## src/common/ccpu_regs.svh

```systemverilog
// Register indices, field positions and reset values of the capture/compare/PWM pair.
// Assumes APB byte address = 4 * index.
`ifndef CCPU_REGS_SVH
`define CCPU_REGS_SVH
`define CCPU_IDX_U1_LOW 6'h15
`define CCPU_IDX_U1_HIGH 6'h16
`define CCPU_IDX_U1_CTRL 6'h17
`define CCPU_IDX_U2_LOW 6'h1B
`define CCPU_IDX_U2_HIGH 6'h1C
`define CCPU_IDX_U2_CTRL 6'h1D
`define CCPU_IDX_FLAGS 6'h20
`define CCPU_CTRL_MODE_LSB 0
`define CCPU_CTRL_DUTY_LSB 4
`define CCPU_CTRL_RESET 6'h00
`define CCPU_PS4_LAST 4'h3
`define CCPU_PS16_LAST 4'hF
`endif

```

## src/common/ccpu_pkg.sv

```systemverilog
// Types shared by the capture/compare/PWM pair.
// Assumes ccpu_regs.svh for numeric constants.
`default_nettype none
package ccpu_pkg;
    typedef logic [3:0] ccpu_mode_t;
    typedef enum logic [3:0] {
        KIND_OFF = 4'b0001,
        KIND_CAP = 4'b0010,
        KIND_CMP = 4'b0100,
        KIND_PWM = 4'b1000
    } ccpu_kind_e;

    function automatic ccpu_kind_e ccpu_kind(input ccpu_mode_t m);
        if (m[3:2] == 2'b11) begin
            return KIND_PWM;
        end else if (m[3]) begin
            return KIND_CMP;
        end else if (m[2]) begin
            return KIND_CAP;
        end
        // Codes 0000-0011 are treated as off
        return KIND_OFF;
    endfunction : ccpu_kind
endpackage : ccpu_pkg
`default_nettype wire

```

## src/hdl/ccpu_unit.sv

```systemverilog
// Two capture/compare/PWM units with an APB register slave.
// Assumes timer counts arrive on pclk; the unit pins come from outside and are synchronised.
//
// The implementer's own choice: the APB slave port.
`include "ccpu_regs.svh"
`timescale 1ns/1ps
`default_nettype none

module ccpu_unit
    import ccpu_pkg::*;
(
    input wire logic pclk,
    input wire logic presetn,
    input wire logic psel,
    input wire logic penable,
    input wire logic pwrite,
    input wire logic [7:0] paddr,
    input wire logic [31:0] pwdata,
    output logic [31:0] prdata,
    output logic pready,
    output logic pslverr,
    input wire logic [1:0] unit_pin_in,
    input wire logic [15:0] timer_one_count,
    input wire logic [7:0] timer_two_count,
    input wire logic [7:0] timer_two_period,
    input wire logic [1:0] timer_two_frac,
    input wire logic timer_two_inc,
    input wire logic adc_enable,
    output logic [1:0] unit_pin_out,
    output logic [1:0] unit_event_flag,
    output logic timer_one_reset,
    output logic adc_start
);

    logic [5:0] ctrl_r [2];
    logic [7:0] low_r [2];
    logic [7:0] high_r [2];
    logic [1:0] duty_lat_r [2];
    logic [3:0] pscnt_r [2];
    logic [1:0] flag_r;
    logic [1:0] pin_out_r;
    logic [1:0] match_prev_r;
    logic [1:0] sync1_r;
    logic [1:0] sync2_r;
    logic [1:0] sync3_r;
    logic timer_one_count_rst_r;
    logic adc_start_r;
    logic pready_r;
    logic pslverr_r;
    logic [31:0] prdata_r;

    // APB decode; one wait state so every answer comes from a flop
    logic [5:0] idx;
    logic setup_acc;
    logic wr_en;
    logic [1:0] sel_low;
    logic [1:0] sel_high;
    logic [1:0] sel_ctrl;
    logic sel_flags;
    logic mapped;
    logic [31:0] rd_mux;

    assign idx = paddr[7:2];
    assign setup_acc = psel && penable && !pready_r;
    assign wr_en = psel && penable && pready_r && pwrite && mapped;
    assign sel_low[0] = (idx == `CCPU_IDX_U1_LOW);
    assign sel_low[1] = (idx == `CCPU_IDX_U2_LOW);
    assign sel_high[0] = (idx == `CCPU_IDX_U1_HIGH);
    assign sel_high[1] = (idx == `CCPU_IDX_U2_HIGH);
    assign sel_ctrl[0] = (idx == `CCPU_IDX_U1_CTRL);
    assign sel_ctrl[1] = (idx == `CCPU_IDX_U2_CTRL);
    assign sel_flags = (idx == `CCPU_IDX_FLAGS);
    assign mapped = (|sel_low) || (|sel_high) || (|sel_ctrl) || sel_flags;
    assign rd_mux = sel_low[0] ? {24'h000000, low_r[0]} :
                    sel_low[1] ? {24'h000000, low_r[1]} :
                    sel_high[0] ? {24'h000000, high_r[0]} :
                    sel_high[1] ? {24'h000000, high_r[1]} :
                    sel_ctrl[0] ? {26'h0000000, ctrl_r[0]} :
                    sel_ctrl[1] ? {26'h0000000, ctrl_r[1]} :
                    sel_flags ? {30'h00000000, flag_r} : 32'h00000000;

    // Per-unit decode of mode and events
    ccpu_kind_e kind [2];
    ccpu_mode_t mode [2];
    logic [1:0] rise;
    logic [1:0] fall;
    logic [1:0] cap_ev;
    logic [1:0] eq;
    logic [1:0] cmp_ev;
    logic [1:0] trig_ev;
    logic [1:0] pwm_set;
    logic [1:0] pwm_clr;
    logic [1:0] flag_clr;
    logic wrap;

    // Period end is seen on the increment after timer two equals its period
    assign wrap = timer_two_inc && (timer_two_count == timer_two_period);

    for (genvar u = 0; u < 2; u++) begin : g_dec
        assign mode[u] = ctrl_r[u][3:0];
        assign kind[u] = ccpu_kind(mode[u]);
        // Third stage is the edge reference; first stage is read only by the second
        assign rise[u] = sync2_r[u] && !sync3_r[u];
        assign fall[u] = !sync2_r[u] && sync3_r[u];
        assign cap_ev[u] = (kind[u] == KIND_CAP) && (
            (mode[u][1:0] == 2'b00 && fall[u]) ||
            (mode[u][1:0] == 2'b01 && rise[u]) ||
            (mode[u][1:0] == 2'b10 && rise[u] && pscnt_r[u] == `CCPU_PS4_LAST) ||
            (mode[u][1:0] == 2'b11 && rise[u] && pscnt_r[u] == `CCPU_PS16_LAST));
        assign eq[u] = ({high_r[u], low_r[u]} == timer_one_count);
        // Act once per arrival at equality, not every cycle the count rests there
        assign cmp_ev[u] = (kind[u] == KIND_CMP) && eq[u] && !match_prev_r[u];
        assign trig_ev[u] = cmp_ev[u] && (mode[u][1:0] == 2'b11);
        assign pwm_set[u] = (kind[u] == KIND_PWM) && wrap;
        assign pwm_clr[u] = (kind[u] == KIND_PWM) &&
            ({high_r[u], duty_lat_r[u]} == {timer_two_count, timer_two_frac});
        assign flag_clr[u] = wr_en && sel_flags && pwdata[u];
    end

    always_ff @(posedge pclk or negedge presetn) begin
        if (!presetn) begin
            sync1_r <= 2'b00;
            sync2_r <= 2'b00;
            sync3_r <= 2'b00;
        end else begin
            sync1_r <= unit_pin_in;
            sync2_r <= sync1_r;
            sync3_r <= sync2_r;
        end
    end

    always_ff @(posedge pclk or negedge presetn) begin
        if (!presetn) begin
            pready_r <= 1'b0;
            pslverr_r <= 1'b0;
            prdata_r <= 32'h00000000;
        end else begin
            pready_r <= setup_acc;
            pslverr_r <= setup_acc && !mapped;
            prdata_r <= (setup_acc && !pwrite) ? rd_mux : 32'h00000000;
        end
    end

    for (genvar u = 0; u < 2; u++) begin : g_unit
        always_ff @(posedge pclk or negedge presetn) begin
            if (!presetn) begin
                ctrl_r[u] <= `CCPU_CTRL_RESET;
            end else if (wr_en && sel_ctrl[u]) begin
                ctrl_r[u] <= pwdata[5:0];
            end
        end

        // Prescaler keeps counting across a direct change between capture codes
        always_ff @(posedge pclk or negedge presetn) begin
            if (!presetn) begin
                pscnt_r[u] <= 4'h0;
            end else if (kind[u] != KIND_CAP) begin
                pscnt_r[u] <= 4'h0;
            end else if (rise[u] && cap_ev[u]) begin
                // Restart after the counted edge, else 4th-edge code would wait sixteen
                pscnt_r[u] <= 4'h0;
            end else if (rise[u]) begin
                pscnt_r[u] <= pscnt_r[u] + 4'h1;
            end
        end

        // Capture wins over a software write in the same cycle
        always_ff @(posedge pclk or negedge presetn) begin
            if (!presetn) begin
                low_r[u] <= 8'h00;
                high_r[u] <= 8'h00;
            end else if (cap_ev[u]) begin
                low_r[u] <= timer_one_count[7:0];
                high_r[u] <= timer_one_count[15:8];
            end else begin
                if (wr_en && sel_low[u]) begin
                    low_r[u] <= pwdata[7:0];
                end
                if (pwm_set[u]) begin
                    high_r[u] <= low_r[u];
                end else if (wr_en && sel_high[u] && kind[u] != KIND_PWM) begin
                    high_r[u] <= pwdata[7:0];
                end
            end
        end

        always_ff @(posedge pclk or negedge presetn) begin
            if (!presetn) begin
                duty_lat_r[u] <= 2'b00;
            end else if (kind[u] != KIND_PWM) begin
                duty_lat_r[u] <= 2'b00;
            end else if (pwm_set[u]) begin
                duty_lat_r[u] <= ctrl_r[u][`CCPU_CTRL_DUTY_LSB +: 2];
            end
        end

        // Set by an event wins over a software clear in the same cycle
        always_ff @(posedge pclk or negedge presetn) begin
            if (!presetn) begin
                flag_r[u] <= 1'b0;
            end else if (cap_ev[u] || cmp_ev[u]) begin
                flag_r[u] <= 1'b1;
            end else if (flag_clr[u]) begin
                flag_r[u] <= 1'b0;
            end
        end

        always_ff @(posedge pclk or negedge presetn) begin
            if (!presetn) begin
                match_prev_r[u] <= 1'b0;
            end else begin
                match_prev_r[u] <= eq[u] && (kind[u] == KIND_CMP);
            end
        end

        // Output latch is separate from any port data latch
        always_ff @(posedge pclk or negedge presetn) begin
            if (!presetn) begin
                pin_out_r[u] <= 1'b0;
            end else if (kind[u] == KIND_OFF) begin
                pin_out_r[u] <= 1'b0;
            end else if (cmp_ev[u] && mode[u][1:0] == 2'b00) begin
                pin_out_r[u] <= 1'b1;
            end else if (cmp_ev[u] && mode[u][1:0] == 2'b01) begin
                pin_out_r[u] <= 1'b0;
            end else if (pwm_set[u]) begin
                pin_out_r[u] <= ({low_r[u], ctrl_r[u][5:4]} != 10'h000);
            end else if (pwm_clr[u]) begin
                pin_out_r[u] <= 1'b0;
            end
        end
    end

    // Trigger clear is its own path, never the overflow path of timer one
    always_ff @(posedge pclk or negedge presetn) begin
        if (!presetn) begin
            timer_one_count_rst_r <= 1'b0;
            adc_start_r <= 1'b0;
        end else begin
            timer_one_count_rst_r <= |trig_ev;
            adc_start_r <= trig_ev[1] && adc_enable;
        end
    end

    assign prdata = prdata_r;
    assign pready = pready_r;
    assign pslverr = pslverr_r;
    assign unit_pin_out = pin_out_r;
    assign unit_event_flag = flag_r;
    assign timer_one_reset = timer_one_count_rst_r;
    assign adc_start = adc_start_r;

    for (genvar g = 0; g < 2; g++) begin : g_chk

    end
endmodule : ccpu_unit

`default_nettype wire

```

## config.mk

```make
export PLATFORM = sky130hd
export DESIGN_NAME = ccpu_unit
export DESIGN_NICKNAME = d
export VERILOG_FILES = /design/src/common/ccpu_pkg.sv /design/src/hdl/ccpu_unit.sv
export VERILOG_INCLUDE_DIRS = /design/src /design/src/common
export SDC_FILE = /design/constraint.sdc
export NUM_CORES = 1
export LEC_CHECK = 0
export BUFFER_PORTS_ARGS = -buffer_cell sky130_fd_sc_hd__buf_2
export CAP_MARGIN = 10
export CORE_MARGIN = 2
export CORE_UTILIZATION = 49
export DETAILED_ROUTE_END_ITERATION = 10
export PLACE_DENSITY = 0.88
export SLEW_MARGIN = 20
export SYNTH_ARGS = -nofsm -noshare
export SYNTH_HDL_FRONTEND = slang
export SYNTH_SLANG_ARGS = --single-unit
```

## constraint.sdc

```tcl
create_clock -name pclk -period 1.7 [get_ports pclk]
set_input_delay 0 -clock pclk [delete_from_list [all_inputs] [get_ports pclk]]
set_output_delay 0 -clock pclk [all_outputs]
set_load 0.03 [all_outputs]
```

==> metrics.txt <==
# TYPE chip_impl_metric gauge
chip_impl_metric{name="place.detailed.instances",unit=""} 782
chip_impl_metric{name="clk_pin_slew",unit="ps"} 90
chip_impl_metric{name="pre_cts_ws",unit="ps"} -452
chip_impl_metric{name="drv_slew",unit=""} 0
chip_impl_metric{name="timing_worst_slew_pin_value",unit="ps"} 573
chip_impl_info{name="most-common-layout-cells",value="91 x buf_4, 77 x dfrtp_1, 71 x buf_2"} 1
chip_impl_metric{name="number_of_hold_violations_in_the_final_report",unit=""} 0
chip_impl_metric{name="synth.yosys.seq_area_share",unit=""} 0.406
chip_impl_metric{name="drtAntennaViolNets",unit=""} 0
chip_impl_metric{name="r2r_cells",unit=""} 8
chip_impl_metric{name="design.die.area",unit="µm²"} 10900
chip_impl_metric{name="synthDistinctLibCells",unit=""} 64
chip_impl_metric{name="timing.final.crit_period",unit="ps"} 1890
chip_impl_metric{name="clkLatencyLatePin",unit="ps"} 370
chip_impl_metric{name="grt_start_max_net_pins",unit=""} 60
chip_impl_info{name="critical-path-slowest-cell",value="or4_4"} 1
chip_impl_metric{name="synth_edf_count",unit=""} 0
chip_impl_info{name="tritoncts_clock_tree",value="built"} 1
chip_impl_info{name="cp-start-kind",value="register"} 1
chip_impl_info{name="leading_post_synthesis_cells_by_cell_area",value="dfrtp_1 41%, xor2_1 6.9%, buf_4 4.3%, nand2_1 4.1%, mux2i_1 4.1%"} 1
chip_impl_metric{name="power_per_cell_area",unit="nW/µm²"} 643
chip_impl_metric{name="p_total",unit="µW"} 4550
chip_impl_metric{name="routedWlPerCell",unit="µm"} 22.0
chip_impl_info{name="rr_endpoint",value="high_r[5]$_DFFE_PN0P_"} 1
chip_impl_metric{name="max_slew_margin",unit=""} 0.618
chip_impl_metric{name="gp_congestion",unit=""} 0.989
chip_impl_info{name="failed_checks",value="setup timing"} 1
chip_impl_metric{name="finish.net_count",unit=""} 789
chip_impl_metric{name="ys_warn_count",unit=""} 0
chip_impl_metric{name="cp.required",unit="ps"} 1980
chip_impl_metric{name="drtIter0Drc",unit=""} 392
chip_impl_metric{name="post_route_cells_drive_above_1_share",unit=""} 0.406
chip_impl_metric{name="core_region_area",unit="µm²"} 9770
chip_impl_metric{name="vias",unit=""} 5011
chip_impl_metric{name="area_share_of_the_largest_cell_type_after_synthesis",unit=""} 0.406
chip_impl_metric{name="numClockSinks",unit=""} 80
chip_impl_info{name="biggest_area_consumer_among_synthesized_cells",value="dfrtp_1"} 1
chip_impl_metric{name="netlist_area",unit="µm²"} 4930
chip_impl_info{name="crit_family",value="simple AND/OR/NAND/NOR gates"} 1
chip_impl_metric{name="total_setup_violations_reported_at_the_end_of_the_flow",unit=""} 22
chip_impl_metric{name="post_route_clock_period_utilization",unit=""} 1.11
chip_impl_metric{name="max_cap_viol_count",unit=""} 0
chip_impl_info{name="clk_root_buffer_cell",value="clkbuf_8"} 1
chip_impl_metric{name="post-route-worst-setup-slack",unit="ps"} -189
chip_impl_metric{name="via_count_of_the_first_global_routing_pass",unit=""} 4875
chip_impl_metric{name="max_stage_delay",unit="ps"} 430
chip_impl_info{name="grt_setup_unrepaired",value="yes"} 1
chip_impl_metric{name="synth_async_sr_flop_share",unit=""} 1.00
chip_impl_metric{name="synth_cells",unit=""} 510
chip_impl_info{name="mostFrequentLayoutCell",value="buf_4"} 1
chip_impl_info{name="criticalPathCategory",value="reg -> reg"} 1
chip_impl_metric{name="detail_route.wirelength",unit="mm"} 18.5
chip_impl_info{name="hold_path.class",value="in -> reg"} 1
chip_impl_metric{name="post_drt_via_cell_ratio",unit=""} 5.95
chip_impl_metric{name="ys_seq_elements",unit=""} 80
chip_impl_metric{name="flow.area_growth_from_synthesis",unit="%"} 43.5
chip_impl_info{name="path_cells",value="ha_4 -> nand2b_4 -> or4_4 -> a21boi_2 -> o21a_4 -> clkbuf_16 -> nand2_1 -> o31ai_1"} 1
chip_impl_metric{name="timing.clock.skew",unit="ps"} 9.10
chip_impl_metric{name="grt_usage",unit=""} 0.330
chip_impl_info{name="critPathLaunch",value="pscnt_r[1]$_DFFE_PN0P_"} 1
chip_impl_metric{name="fmax",unit="GHz"} 0.529
chip_impl_metric{name="h_tree_level_count",unit=""} 3
chip_impl_metric{name="power.leakage",unit="µW"} 0.00325
chip_impl_metric{name="detailedPlacementHpwl",unit="mm"} 13.1
chip_impl_metric{name="antenna-diode-count",unit=""} 0
chip_impl_metric{name="place.port_buffers",unit=""} 72
chip_impl_info{name="worst_setup_path_end_kind",value="register"} 1
chip_impl_info{name="timing.rr.start",value="pscnt_r[1]$_DFFE_PN0P_"} 1
chip_impl_metric{name="critPathMaxFanout",unit=""} 7
chip_impl_metric{name="die_x",unit="µm"} 104
chip_impl_info{name="endpoint",value="high_r[5]$_DFFE_PN0P_"} 1
chip_impl_info{name="status",value="finished with violations"} 1
chip_impl_metric{name="drt-pass1-iter-count",unit=""} 6
chip_impl_metric{name="floorplan.initialDensity",unit=""} 0.504
chip_impl_metric{name="io_pins",unit=""} 123
chip_impl_metric{name="vdd_ir_drop_max",unit="mV"} 0.328
chip_impl_metric{name="rows",unit=""} 36
chip_impl_metric{name="chipHeight",unit="µm"} 104
chip_impl_metric{name="grt_remaining_overflow",unit=""} 0
chip_impl_info{name="ys_dominant_reg_cell",value="dfrtp_1"} 1
chip_impl_metric{name="numCtsBuffers",unit=""} 9
chip_impl_metric{name="remaining_drcs",unit=""} 0
chip_impl_metric{name="grt_first_pass_wirelength",unit="mm"} 27.2
chip_impl_metric{name="stdcell_count",unit=""} 842
chip_impl_metric{name="whs",unit="ps"} 8.03
chip_impl_metric{name="worst-path-buf-inv",unit=""} 1
chip_impl_metric{name="clockBufferDepth",unit=""} 2
chip_impl_metric{name="number_of_antenna_violations_at_the_first_check_in_global_routing",unit=""} 0
chip_impl_metric{name="cp_data_arrival_time",unit="ps"} 2170
chip_impl_metric{name="rrSetupSlack",unit="ps"} -190
chip_impl_metric{name="final.fill_count",unit=""} 742
chip_impl_metric{name="critical_path_cell_count",unit=""} 8
chip_impl_metric{name="synthesis.area_per_instance",unit="µm²"} 9.67
## area by class of cell
class	count	area, µm²	area share
flip-flops and latches	80	2010	0.283
clock inverters	7	119	0.0168
well taps	133	166	0.0235
inverters	10	37.5	0.00531
repair buffers	200	1500	0.212
clock buffers	9	124	0.0175
multi-input cells	403	3120	0.441
## Yosys cell counts (6+ instances only)
cell type and instances:
o22ai_1 11, a221oi_1 10, inv_1 8, nor4_1 14
nor2_1 30, nor3_1 7, mux2_4 6, nand4_1 6
o21ai_0 28, xnor2_1 21, buf_4 28, xor2_1 39
nand3_1 10, o31ai_1 12, o2bb2ai_1 8, nand2_1 54
buf_2 6, a21oi_1 16, mux2i_1 20, dfrtp_1 80
o21ai_1 9
## worst register-to-register path: stages, from the launching register on
cell,delay [ps]
dfrtp_1,420
ha_4,190
nand2b_4,60
or4_4,430
a21boi_2,180
o21a_4,230
clkbuf_16,190
nand2_1,60
o31ai_1,60
## per-layer routing
metal / GRT usage / up-vias / part of all wire
li1: - / 2191 / -
met1: 0.418 / 2471 / 0.39
met2: 0.517 / 282 / 0.48
met3: 0.0940 / 67 / 0.093
met4: 0.166 / 0 / 0.045
met5: 0 / - / 0
## sequential cells by signal (all words and copies together) (netlist names)
| name | flops |
|---|---|
| low_r | 16 |
| pscnt_r | 8 |
| high_r | 16 |
| sync3_r | 2 |
| prdata | 8 |
| duty_lat_r | 4 |
| match_prev_r | 2 |
| sync1_r | 2 |
| unit_event_flag | 2 |
| unit_pin_out | 2 |
| ctrl_r | 12 |
| pslverr | 1 |
| pready | 1 |
| sync2_r | 2 |
| adc_start | 1 |
| timer_one_reset | 1 |
## where the power goes
group          leakage [µW]  switching (µW)  total (µW)  internal (µW)
logic               0.00205             468         774            306
registers           0.00109            46.2        2000           1950
clock network      0.000116             795        1770            978
total               0.00325            1310        4550           3240
## kinds of logic after synthesis
kind of cell | after synthesis | synth area share
other | 1 | 0.000760
flip-flops | 80 | 0.406
AO/OA/AOI/OAI | 118 | 0.158
AND/OR/NAND/NOR | 168 | 0.187
multiplexers | 31 | 0.0703
adder cells (fa/ha/maj) | 2 | 0.00507
buffers and inverters | 50 | 0.0670
XOR/XNOR | 60 | 0.107
## metrics by stage
step,TNS [ps],area [µm²],util
after global routing,-5020,7080,0.724
after floorplan,0,5020,-
final,-3380,7080,0.724
after detailed placement,-4370,5920,0.606
after CTS,-2260,6590,0.674
after global placement,-2350,5920,0.606
## worst min path at each step
stage / start / end / slack [ps] / cells past startpoint
final: timer_one_count[13] / high_r[13]$_DFFE_PN0P_ / 8 / 3
after global routing: pwdata[3] / ctrl_r[9]$_DFFE_PN0P_ / 6 / 2
after CTS: timer_one_count[13] / high_r[13]$_DFFE_PN0P_ / 1 / 3
after detailed placement: presetn / pscnt_r[7]$_DFFE_PN0P_ / -70 / 1
after global placement: presetn / pscnt_r[7]$_DFFE_PN0P_ / -80 / 1
after floorplan: presetn / adc_start$_DFF_PN0_ / -300 / 0
## what timing repair did
item                                   4_1_cts  5_1_grt
buffers inserted                            11       11
endpoints found under the hold margin      109        0
resized for setup                           27       77
pin swaps                                   12       39
hold buffers                                22        0
setup endpoints to repair                   41       44
cloned                                       0        3
(Power assumes the default switching activity.)
